===== src/fpsc_pkg.sv =====
package fpsc_pkg;
	// ************************************************************
	// register byte addresses (printed offsets are not all /4)
	// ************************************************************
	localparam logic [7:0] FPSC_IDX_FAN_ONE_DRIVE = 8'h56; // drive reg one
	localparam logic [7:0] FPSC_IDX_FAN_TWO_DRIVE = 8'h57; // drive reg two
	localparam logic [7:0] FPSC_IDX_FAN_CTRL = 8'h58; // shared control
	localparam int FPSC_ADDR_W = 12; // byte address width
	localparam logic [11:0] FPSC_ADDR_FAN_ONE_DRIVE = 12'h158; // 4 * 0x56
	localparam logic [11:0] FPSC_ADDR_FAN_TWO_DRIVE = 12'h15c; // 4 * 0x57
	localparam logic [11:0] FPSC_ADDR_FAN_CTRL = 12'h160; // 4 * 0x58

	// ************************************************************
	// reset values
	// ************************************************************
	localparam logic [7:0] FPSC_RST_DRIVE = 8'h00; // both drive regs
	localparam logic [7:0] FPSC_RST_CTRL = 8'h50; // both divisors = 2
	localparam logic [3:0] FPSC_RST_DIV = 4'h2; // decoded divide by 2

	// ************************************************************
	// field positions
	// ************************************************************
	localparam int FPSC_DRV_FORCE_BIT = 0; // pin forced high
	localparam int FPSC_DRV_DUTY_LSB = 1; // duty field low bit
	localparam int FPSC_DRV_CLKSEL_BIT = 7; // clock select
	localparam int FPSC_CTL_SRC_LSB = 0; // source bits 1:0 per channel
	localparam int FPSC_CTL_MUL_LSB = 2; // doubler bits 3:2 per channel
	localparam int FPSC_CTL_DIV_LSB = 4; // divisor fields 5:4, 7:6
	localparam int FPSC_DUTY_W = 6; // duty width, 64 slots

	// ************************************************************
	// axi responses
	// ************************************************************
	localparam logic [1:0] FPSC_RESP_OKAY = 2'h0; // accepted
	localparam logic [1:0] FPSC_RESP_SLVERR = 2'h2; // unmapped

	// ************************************************************
	// slot rate: clocks per slot for select/source combination
	// ************************************************************
	localparam int FPSC_SLOT_W = 16; // slot prescaler width
	localparam logic [15:0] FPSC_SLOT_S0_C0 = 16'h0100; // sel0 src0
	localparam logic [15:0] FPSC_SLOT_S0_C1 = 16'h0080; // sel0 src1
	localparam logic [15:0] FPSC_SLOT_S1_C0 = 16'h0040; // sel1 src0
	localparam logic [15:0] FPSC_SLOT_S1_C1 = 16'h0020; // sel1 src1
endpackage : fpsc_pkg


===== src/fpsc_channel.sv =====
`timescale 1ns/1ps
// one pwm channel: prescaled slot counter and 64-slot waveform
module fpsc_channel
	import fpsc_pkg::*;
(
	input wire logic aclk,
	input wire logic aresetn,
	input wire logic [7:0] drive,
	input wire logic clk_src,
	input wire logic clk_mul,
	output logic fan_out
);
	// ************************************************************
	// state
	// ************************************************************
	logic [FPSC_SLOT_W-1:0] pre_q, pre_d; // slot prescaler
	logic [FPSC_DUTY_W-1:0] slot_q, slot_d; // slot index in period
	logic out_q, out_d; // registered pin level
	logic [FPSC_SLOT_W-1:0] period; // clocks per slot
	logic [FPSC_DUTY_W-1:0] duty; // high slot count

	// next-state logic
	always_comb begin
		duty = drive[FPSC_DRV_DUTY_LSB +: FPSC_DUTY_W];
		// rate from clock select and source together
		case ({drive[FPSC_DRV_CLKSEL_BIT], clk_src})
			2'b00: period = FPSC_SLOT_S0_C0;
			2'b01: period = FPSC_SLOT_S0_C1;
			2'b10: period = FPSC_SLOT_S1_C0;
			default: period = FPSC_SLOT_S1_C1;
		endcase
		// halving slot length doubles the frequency
		if (clk_mul) begin
			period = period >> 1;
		end
		pre_d = pre_q + 16'h0001;
		slot_d = slot_q;
		if (pre_q >= period - 16'h0001) begin
			// slot ends; a shortened period never strands the counter
			pre_d = '0;
			slot_d = slot_q + 6'h01;
		end
		if (drive[FPSC_DRV_FORCE_BIT]) begin
			out_d = 1'b1;
		end else begin
			// high while slot below duty: 0 low, 32 half, 63 of 64
			out_d = (slot_q < duty);
		end
	end

	// registers
	always_ff @(posedge aclk) begin
		if (!aresetn) begin
			pre_q <= '0;
			slot_q <= '0;
			out_q <= 1'b0;
		end else begin
			pre_q <= pre_d;
			slot_q <= slot_d;
			out_q <= out_d;
		end
	end

	assign fan_out = out_q;
endmodule // fpsc_channel


===== src/fpsc_top.sv =====
`timescale 1ns/1ps
// What this block does
// - drive bit 0 forces fan pin high
// - duty field counts high slots of 64
// - duty code 100000 gives half duty
// - select, source and doubler set frequency
// - control bit 2 doubles channel one
// - control bit 3 doubles channel two
// - bits 5:4 channel one divisor, default 2
// - bits 7:6 channel two divisor, 00=1 01=2
// - divisor decoded to tach_divisor_one/two for the tachometer count outside
module fpsc_top
	import fpsc_pkg::*;
(
	input wire logic aclk,
	input wire logic aresetn,
	input wire logic [11:0] s_axi_awaddr,
	input wire logic s_axi_awvalid,
	output logic s_axi_awready,
	input wire logic [31:0] s_axi_wdata,
	input wire logic [3:0] s_axi_wstrb,
	input wire logic s_axi_wvalid,
	output logic s_axi_wready,
	output logic [1:0] s_axi_bresp,
	output logic s_axi_bvalid,
	input wire logic s_axi_bready,
	input wire logic [11:0] s_axi_araddr,
	input wire logic s_axi_arvalid,
	output logic s_axi_arready,
	output logic [31:0] s_axi_rdata,
	output logic [1:0] s_axi_rresp,
	output logic s_axi_rvalid,
	input wire logic s_axi_rready,
	output logic fan_output_one,
	output logic fan_output_two,
	output logic [3:0] tach_divisor_one,
	output logic [3:0] tach_divisor_two
);
	import fpsc_pkg::*;

	// ************************************************************
	// register and bus state
	// ************************************************************
	logic [7:0] drv_one_q, drv_one_d; // channel one drive
	logic [7:0] drv_two_q, drv_two_d; // channel two drive
	logic [7:0] ctrl_q, ctrl_d; // shared control
	logic [11:0] awaddr_q, awaddr_d; // held write address
	logic aw_have_q, aw_have_d; // write address taken
	logic [7:0] wdata_q, wdata_d; // held write byte
	logic wstrb_q, wstrb_d; // lane 0 strobe held
	logic w_have_q, w_have_d; // write data taken
	logic bvalid_q, bvalid_d; // write response pending
	logic [1:0] bresp_q, bresp_d; // write response code
	logic rvalid_q, rvalid_d; // read response pending
	logic [1:0] rresp_q, rresp_d; // read response code
	logic [31:0] rdata_q, rdata_d; // read data
	logic [7:0] rd_byte; // decoded read value
	logic rd_hit; // read address mapped

	// handshake readies are combinational: one write, one read at a time
	assign s_axi_awready = !aw_have_q && !bvalid_q;
	assign s_axi_wready = !w_have_q && !bvalid_q;
	assign s_axi_arready = !rvalid_q;

	// read decode
	always_comb begin
		rd_hit = 1'b1;
		case (s_axi_araddr)
			FPSC_ADDR_FAN_ONE_DRIVE: rd_byte = drv_one_q;
			FPSC_ADDR_FAN_TWO_DRIVE: rd_byte = drv_two_q;
			FPSC_ADDR_FAN_CTRL: rd_byte = ctrl_q;
			default: begin
				rd_byte = 8'h00;
				rd_hit = 1'b0;
			end
		endcase
	end

	// ************************************************************
	// bus next-state
	// ************************************************************
	always_comb begin
		drv_one_d = drv_one_q;
		drv_two_d = drv_two_q;
		ctrl_d = ctrl_q;
		awaddr_d = awaddr_q;
		aw_have_d = aw_have_q;
		wdata_d = wdata_q;
		wstrb_d = wstrb_q;
		w_have_d = w_have_q;
		bvalid_d = bvalid_q;
		bresp_d = bresp_q;
		rvalid_d = rvalid_q;
		rresp_d = rresp_q;
		rdata_d = rdata_q;
		// capture address and data in either order
		if (s_axi_awvalid && s_axi_awready) begin
			awaddr_d = s_axi_awaddr;
			aw_have_d = 1'b1;
		end
		if (s_axi_wvalid && s_axi_wready) begin
			wdata_d = s_axi_wdata[7:0];
			wstrb_d = s_axi_wstrb[0];
			w_have_d = 1'b1;
		end
		// both halves held: commit one cycle later
		if (aw_have_q && w_have_q) begin
			aw_have_d = 1'b0;
			w_have_d = 1'b0;
			bvalid_d = 1'b1;
			bresp_d = FPSC_RESP_OKAY;
			// only lane 0 carries data; upper lanes ignored
			case (awaddr_q)
				FPSC_ADDR_FAN_ONE_DRIVE: begin
					if (wstrb_q) begin
						drv_one_d = wdata_q;
					end
				end
				FPSC_ADDR_FAN_TWO_DRIVE: begin
					if (wstrb_q) begin
						drv_two_d = wdata_q;
					end
				end
				FPSC_ADDR_FAN_CTRL: begin
					if (wstrb_q) begin
						ctrl_d = wdata_q;
					end
				end
				default: bresp_d = FPSC_RESP_SLVERR;
			endcase
		end
		if (bvalid_q && s_axi_bready) begin
			bvalid_d = 1'b0;
		end
		// read answered the cycle after the address is taken
		if (s_axi_arvalid && s_axi_arready) begin
			rvalid_d = 1'b1;
			rdata_d = {24'h000000, rd_byte};
			rresp_d = rd_hit ? FPSC_RESP_OKAY : FPSC_RESP_SLVERR;
		end else if (rvalid_q && s_axi_rready) begin
			rvalid_d = 1'b0;
		end
	end

	// bus registers; defaults load on standby power-on reset
	always_ff @(posedge aclk) begin
		if (!aresetn) begin
			drv_one_q <= FPSC_RST_DRIVE;
			drv_two_q <= FPSC_RST_DRIVE;
			ctrl_q <= FPSC_RST_CTRL;
			awaddr_q <= '0;
			aw_have_q <= 1'b0;
			wdata_q <= 8'h00;
			wstrb_q <= 1'b0;
			w_have_q <= 1'b0;
			bvalid_q <= 1'b0;
			bresp_q <= FPSC_RESP_OKAY;
			rvalid_q <= 1'b0;
			rresp_q <= FPSC_RESP_OKAY;
			rdata_q <= 32'h00000000;
		end else begin
			drv_one_q <= drv_one_d;
			drv_two_q <= drv_two_d;
			ctrl_q <= ctrl_d;
			awaddr_q <= awaddr_d;
			aw_have_q <= aw_have_d;
			wdata_q <= wdata_d;
			wstrb_q <= wstrb_d;
			w_have_q <= w_have_d;
			bvalid_q <= bvalid_d;
			bresp_q <= bresp_d;
			rvalid_q <= rvalid_d;
			rresp_q <= rresp_d;
			rdata_q <= rdata_d;
		end
	end

	assign s_axi_bvalid = bvalid_q;
	assign s_axi_bresp = bresp_q;
	assign s_axi_rvalid = rvalid_q;
	assign s_axi_rresp = rresp_q;
	assign s_axi_rdata = rdata_q;

	// ************************************************************
	// tachometer divisors, decoded for the counter block outside
	// ************************************************************
	// the divisor scales the latched per-pulse tick count
	function automatic logic [3:0] fpsc_div(input logic [1:0] code);
		fpsc_div = 4'h1 << code; // 00=1 01=2 10=4 11=8
	endfunction

	logic [3:0] div_one_q; // registered divisor one
	logic [3:0] div_two_q; // registered divisor two
	always_ff @(posedge aclk) begin
		if (!aresetn) begin
			div_one_q <= FPSC_RST_DIV;
			div_two_q <= FPSC_RST_DIV;
		end else begin
			div_one_q <= fpsc_div(ctrl_q[FPSC_CTL_DIV_LSB +: 2]);
			div_two_q <= fpsc_div(ctrl_q[FPSC_CTL_DIV_LSB+2 +: 2]);
		end
	end
	assign tach_divisor_one = div_one_q;
	assign tach_divisor_two = div_two_q;

	// ************************************************************
	// the two pwm channels
	// ************************************************************
	logic [1:0] fan_pins; // channel outputs
	genvar ch;
	generate
		for (ch = 0; ch < 2; ch++) begin : g_ch
			fpsc_channel u_ch (
				.aclk(aclk),
				.aresetn(aresetn),
				.drive(ch == 0 ? drv_one_q : drv_two_q),
				.clk_src(ctrl_q[FPSC_CTL_SRC_LSB + ch]),
				.clk_mul(ctrl_q[FPSC_CTL_MUL_LSB + ch]),
				.fan_out(fan_pins[ch])
			);
		end
	endgenerate
	assign fan_output_one = fan_pins[0];
	assign fan_output_two = fan_pins[1];
endmodule // fpsc_top


===== config.mk =====
export PLATFORM = sky130hd
export DESIGN_NAME = fpsc_top
export DESIGN_NICKNAME = d
export VERILOG_FILES = /design/src/fpsc_pkg.sv /design/src/fpsc_channel.sv /design/src/fpsc_top.sv
export SDC_FILE = /design/constraint.sdc
export NUM_CORES = 1
export LEC_CHECK = 0
export ABC_CLOCK_PERIOD_IN_PS = 5600
export BUFFER_PORTS_ARGS = -buffer_cell sky130_fd_sc_hd__buf_4
export CORE_UTILIZATION = 35
export CTS_CLUSTER_SIZE = 12
export DETAILED_ROUTE_END_ITERATION = 10
export PLACE_DENSITY = 0.56
export SETUP_SLACK_MARGIN = 0.4
export SLEW_MARGIN = 20
export SYNTH_ARGS = -nofsm -noshare
export SYNTH_HDL_FRONTEND = slang
export SYNTH_SLANG_ARGS = --single-unit

===== constraint.sdc =====
create_clock -name aclk -period 5.6 [get_ports aclk]
set_clock_uncertainty 0.1 [all_clocks]
set_input_delay 0.28 -clock aclk [delete_from_list [all_inputs] [get_ports aclk]]
set_output_delay 0.28 -clock aclk [all_outputs]
set_load 0.02 [all_outputs]

Yosys cells after proc, flatten, opt, wreduce, memory -nomap -nowiden:

Cells that the tools add are included.

* reduce and logical (&&, ||, !) cells: 24
* eq/ne operators: 10
* $lt $le $gt $ge: 4
* bitwise logic cells: 1
* multiplexer cells: 12
* add/sub/neg operators: 6
* shift-type cells: 2

Operator list (count)
* $eq 12x9->1 const B: 6
* $pmux 9 s3: 2
* $add 16x1->16 const B: 2
* $ge 16x16->1: 2
* $pmux 8 s3: 1
* $sub 9x1->10 const B: 2
* $mux 9: 2
* $add 6x1->6 const B: 2
* $lt 6x6->1: 2
* $reduce_and 3->1: 3
* $logic_and 1x1->1: 8
* $reduce_or 2->1: 4
* $shl 1x2->4 const A: 2
* $reduce_or 3->1: 2
* $mux 1: 5
* $eq 2x1->1 const B: 2
* $eq 2x2->1 const B: 2
* $logic_not 1->1: 4
* $logic_not 2->1: 2
* $mux 2: 2
* $reduce_bool 2->1: 1
* $not 1->1: 1

* input port bits: 67
* bits in registers: 115
* output and inout port bits: 51

Logic depth before layout (Yosys ltp):

* word-level depth: 6
* gate-level depth with buffers: 11
* gate-level depth less buffers: 10

Modules after synthesis:

A second synthesis with hierarchy kept.

* cell total of the unflattened synthesis: 526
* area total of the unflattened synthesis: 5072.4 µm²

By module, submodules not included
* fpsc_top: times used 1, area an instance 2867.8 µm², seq. area each 1341.3 µm², cells each 294
* fpsc_channel: times used 2, area an instance 1102.3 µm², seq. area each 460.4 µm², cells each 116

Least setup slack after synthesis:

OpenSTA, ideal clock, no wires.

* path kind: register to register
* from: register ctrl_q[3]
* to: register g_ch[1].u_ch.pre_q[10]
* stages on the path, launching flop included: 12
* library setup time: 0.064 ns
* data arrival time: 2.095 ns
* setup slack: 3.341 ns
* period minus slack after synthesis: 2.259 ns
* cells stage by stage: dfxtp_1 -> xor2_1 -> nand2_1 -> ha_1 -> xnor2_1 -> ha_1 -> nand4_1 -> o21ai_0 -> o21ai_2 -> nand3_2 -> buf_4 -> nor2_1

* word-level cells in the longest chain between the ends: 4

Ends and longest elaborated chain
* start, declared: line fpsc_top.sv:46 `logic [7:0] ctrl_q, ctrl_d;`
* start signal, assigned: line fpsc_top.sv:164 `ctrl_q <= ctrl_d;`
* $mux 9: line fpsc_channel.sv:33 `if (clk_mul) begin`
* $sub 9x1->10: line fpsc_channel.sv:38 `if (pre_q >= period - 16'h0001) begin`
* $ge 16x16->1: line fpsc_channel.sv:38
* $reduce_or 2->1 (no line)
* end signal, assigned: line fpsc_channel.sv:58 `pre_q <= pre_d;`
* end, declared: line fpsc_channel.sv:16 `logic [FPSC_SLOT_W-1:0] pre_q, pre_d;`

No other way between the ends.
A chain may end at the register's enable or synchronous reset.

Final worst setup path:

* from: register ctrl_q[2]
* to: register g_ch[0].u_ch.pre_q[3]

* word-level cells in the longest chain between the ends: 4

Ends and longest elaborated chain (line)
* $mux 9: fpsc_channel.sv:33
* $sub 9x1->10: fpsc_channel.sv:38
* $ge 16x16->1: fpsc_channel.sv:38
* $reduce_or 2->1 (no line)
* end signal, assigned: fpsc_channel.sv:58
* end, declared: fpsc_channel.sv:16

No other way between the ends.

==> results.sh <==
export IMPL_critical_path_class="reg2reg"
export IMPL_cts_sinks=113
export IMPL_initial_core_util=0.3622
export IMPL_grt_max_degree=92
export IMPL_yosys_warnings=0
export IMPL_antenna_found_initial=0
export IMPL_dr_pass1_iters=7
export IMPL_h_tree_depth=4
export IMPL_required_ns=5.84
export IMPL_max_vdd_ir_drop_mv=0.2075
export IMPL_powerDensity_mw_per_mm2=306.4
export IMPL_hold_path_class="in2reg"
export IMPL_hold_path_startpoint="s_axi_wdata[0]"
export IMPL_overflow=0
export IMPL_timing_slew_headroom=0.4954
export IMPL_pre_cts_slack_ns=2.537
export IMPL_cp_arrival_ns=2.98
export IMPL_regArea_mm2=0.002262
export IMPL_synthToLayoutAreaGrowth_pct=21.43
export IMPL_viasPerCell=4.703
export IMPL_insertedDiodeCount=0
export IMPL_synth_largest_area_cell="dfxtp_1"
export IMPL_core_region_area_mm2=0.01470
export IMPL_routedWlPerCell_um=12.51
export IMPL_outcome="finished, violations left"
export IMPL_post_cts_buffers=0
export IMPL_cts_tree="built"
export IMPL_ant_nets=0
export IMPL_yosysSeqAreaShare=0.4249
export IMPL_remaining_drc_errors=7
export IMPL_power_total_w=0.001981
export IMPL_grt_pass1_vias=3909
export IMPL_synth_area_per_cell_um2=9.039
export IMPL_violations="DRC"
export IMPL_synthTopCellsByCount="113 x dfxtp_1, 77 x nand2_1, 36 x nor2_1"
export IMPL_setup_worst_path_end_class="flop"
export IMPL_cp_start_kind="flop"
export IMPL_cts_resized=0
export IMPL_drt_iter0_drc=182
export IMPL_worstMarginPinSlew_ns=0.7570
export IMPL_die_h_um=125.3
export IMPL_dr_wl_met3_um=457
export IMPL_drv_cap=0
export IMPL_numPortBuffers=64
export IMPL_synth_ff_type="dfxtp_1"
export IMPL_cts_made_buffers=17
export IMPL_period_share=0.4880
export IMPL_io_pins=118
export IMPL_cp_max_fo=13
export IMPL_final_core_util=0.4398
export IMPL_synth_most_common_cell="dfxtp_1"
export IMPL_fin_setup_tns_ns=0
export IMPL_gp_congestion=0.7604
export IMPL_finalCriticalPeriod_ns=2.733
export IMPL_grt_first_pass_wirelength_um=18730
export IMPL_via_count=4040
export IMPL_clkTransAtPathRegs_ns=0.05
export IMPL_hold_viol=0
export IMPL_post_dp_hpwl_um=7850
export IMPL_cts_hold_buffers=1
export IMPL_yosysTopAreaCellShare=0.4249
export IMPL_num_fill_cells=1403
export IMPL_wl_met1_um=5205
export IMPL_dieArea_mm2=0.01571
export IMPL_synth_distinct_cells=50
export IMPL_multiInputGateArea_mm2=0.002824
export IMPL_r2r_start="ctrl_q[2]"
export IMPL_wirelength_um=10750
export IMPL_startpoint="ctrl_q[2]"
export IMPL_finalSetupViolations=0
export IMPL_synth_area_top_cells="dfxtp_1 42%, ha_1 6.6%, mux2i_1 5.8%"
export IMPL_hold_ws_ns=0.02756
export IMPL_netlist_area_mm2=0.005324
export IMPL_syn_inst=589
export IMPL_ys_ff_latch=113
export IMPL_root_buffer="clkbuf_16"
export IMPL_setup_slack_ns=2.867
export IMPL_synthArstFlopShare=0
export IMPL_rsz0062_at_grt="false"
export IMPL_drive_above_1_share=0.1496
export IMPL_synth_edff_count=0
export IMPL_final_nets=757
export IMPL_rows=44
export IMPL_clk_insertion_delay_late_ns=0.41
export IMPL_fp_dieW_um=125.3
export IMPL_power_leakage_nw=2.810
export IMPL_r2r_slack_ns=2.87
export IMPL_top_layer_used="met4"
export IMPL_drv_slew=0
export IMPL_track_usage=0.1504
export IMPL_wl_met2_um=4877
export IMPL_fmax_mhz=365.9
export IMPL_clockBufferDepth=2
[layer usage]
metal | GRT usage | vias up
met4 | 0.07102 | 0
met5 | 0 | -
met1 | 0.1851 | 1837
li1 | - | 2101
met3 | 0.04108 | 17
met2 | 0.2438 | 85
[kinds of logic (layout without fill, tap and decap cells)]
kind of cell,count (synthesis),after routing,synth area share
adder cells (fa/ha/maj),28,28,0.06581
AND/OR/NAND/NOR,225,225,0.2186
buffers and inverters,71,122,0.07050
other,2,37,0.001411
XOR/XNOR,26,26,0.04277
AO/OA/AOI/OAI,93,93,0.1177
multiplexers,31,31,0.05828
flip-flops,113,113,0.4249
[metrics by stage]
step	cell area, um2	instances
after global routing	6465	859
after floorplan	5455	624
after detailed placement	5884	826
after CTS	6459	859
after global placement	5884	826
final	6465	859
[final timing paths]
| check | to | cells after the start |
|---|---|---|
| max | g_ch[0].u_ch.pre_q[3] | 10 |
| min | wdata_q[0] | 3 |
| max reg2reg | g_ch[0].u_ch.pre_q[3] | 10 |
| min reg2reg | g_ch[0].u_ch.pre_q[0] | 1 |
[cell usage in the layout, fill, tap and decap left out, types with 3 or more instances in the layout]
cell type  Yosys  routed
mux2i_1       31      31
xor2_1        13      13
nor4_1         3       3
inv_1         25      25
and3_1        14      14
nor2_1        36      36
a21o_1         3       3
nor3_1         3       3
clkbuf_16      0      17
a22oi_1       16      16
clkbuf_8       0       5
a31oi_1        4       3
clkbuf_1      15       6
nor3b_1        3       3
nand4_1        5       5
or3_1          4       4
conb_1         2      37
ha_1          28      28
nand2b_1       9       9
nand3_1       20      20
a21boi_0      25      25
nand2_1       77      77
dfxtp_1      113     113
nor2b_1       31      31
a21oi_1       11      11
o21ai_0       22      22
and2_1         4       4
xnor2_1       13      13
buf_4         28      64
[worst max-delay path, stage by stage, from the launching register on]
cell	delay, ns
dfxtp_1	0.44
xor2_1	0.17
nand2_1	0.08
ha_1	0.21
xnor2_1	0.13
ha_1	0.18
a211oi_1	0.23
nand3_1	0.11
a31oi_2	0.54
nand2_1	0.30
nor2_1	0.17
[layout make-up]
class / instances / share of cell area
repair buffers: 65 / 0.07587
inverters: 25 / 0.01452
clock buffers: 28 / 0.07993
clock inverters: 4 / 0.007354
flip-flops and latches: 113 / 0.3499
well taps: 184 / 0.03561
multi-input cells: 440 / 0.4368
[registers in the layout (all words and copies together) (netlist names)]
| register | cells |
|---|---|
| g_ch.u_ch.pre_q | 32 |
| awaddr_q | 12 |
| g_ch.u_ch.slot_q | 12 |
| ctrl_q | 8 |
| drv_one_q | 8 |
| drv_two_q | 8 |
| s_axi_rdata | 8 |
| wdata_q | 8 |
| tach_divisor_one | 4 |
| tach_divisor_two | 4 |
| g_ch.u_ch.fan_out | 2 |
| aw_have_q | 1 |
| s_axi_bresp | 1 |
| s_axi_bvalid | 1 |
| s_axi_rresp | 1 |
| s_axi_rvalid | 1 |
| w_have_q | 1 |
| wstrb_q | 1 |
[power by group]
part / internal (W) / switching (W) / leakage [nW] / total (W)
clock: 0.000667 / 0.000350 / 0.275 / 0.00102
combinational: 0.0000501 / 0.0000698 / 1.62 / 0.000120
sequential: 0.000826 / 0.0000176 / 0.919 / 0.000844
Power figures use the tool's default switching activity.
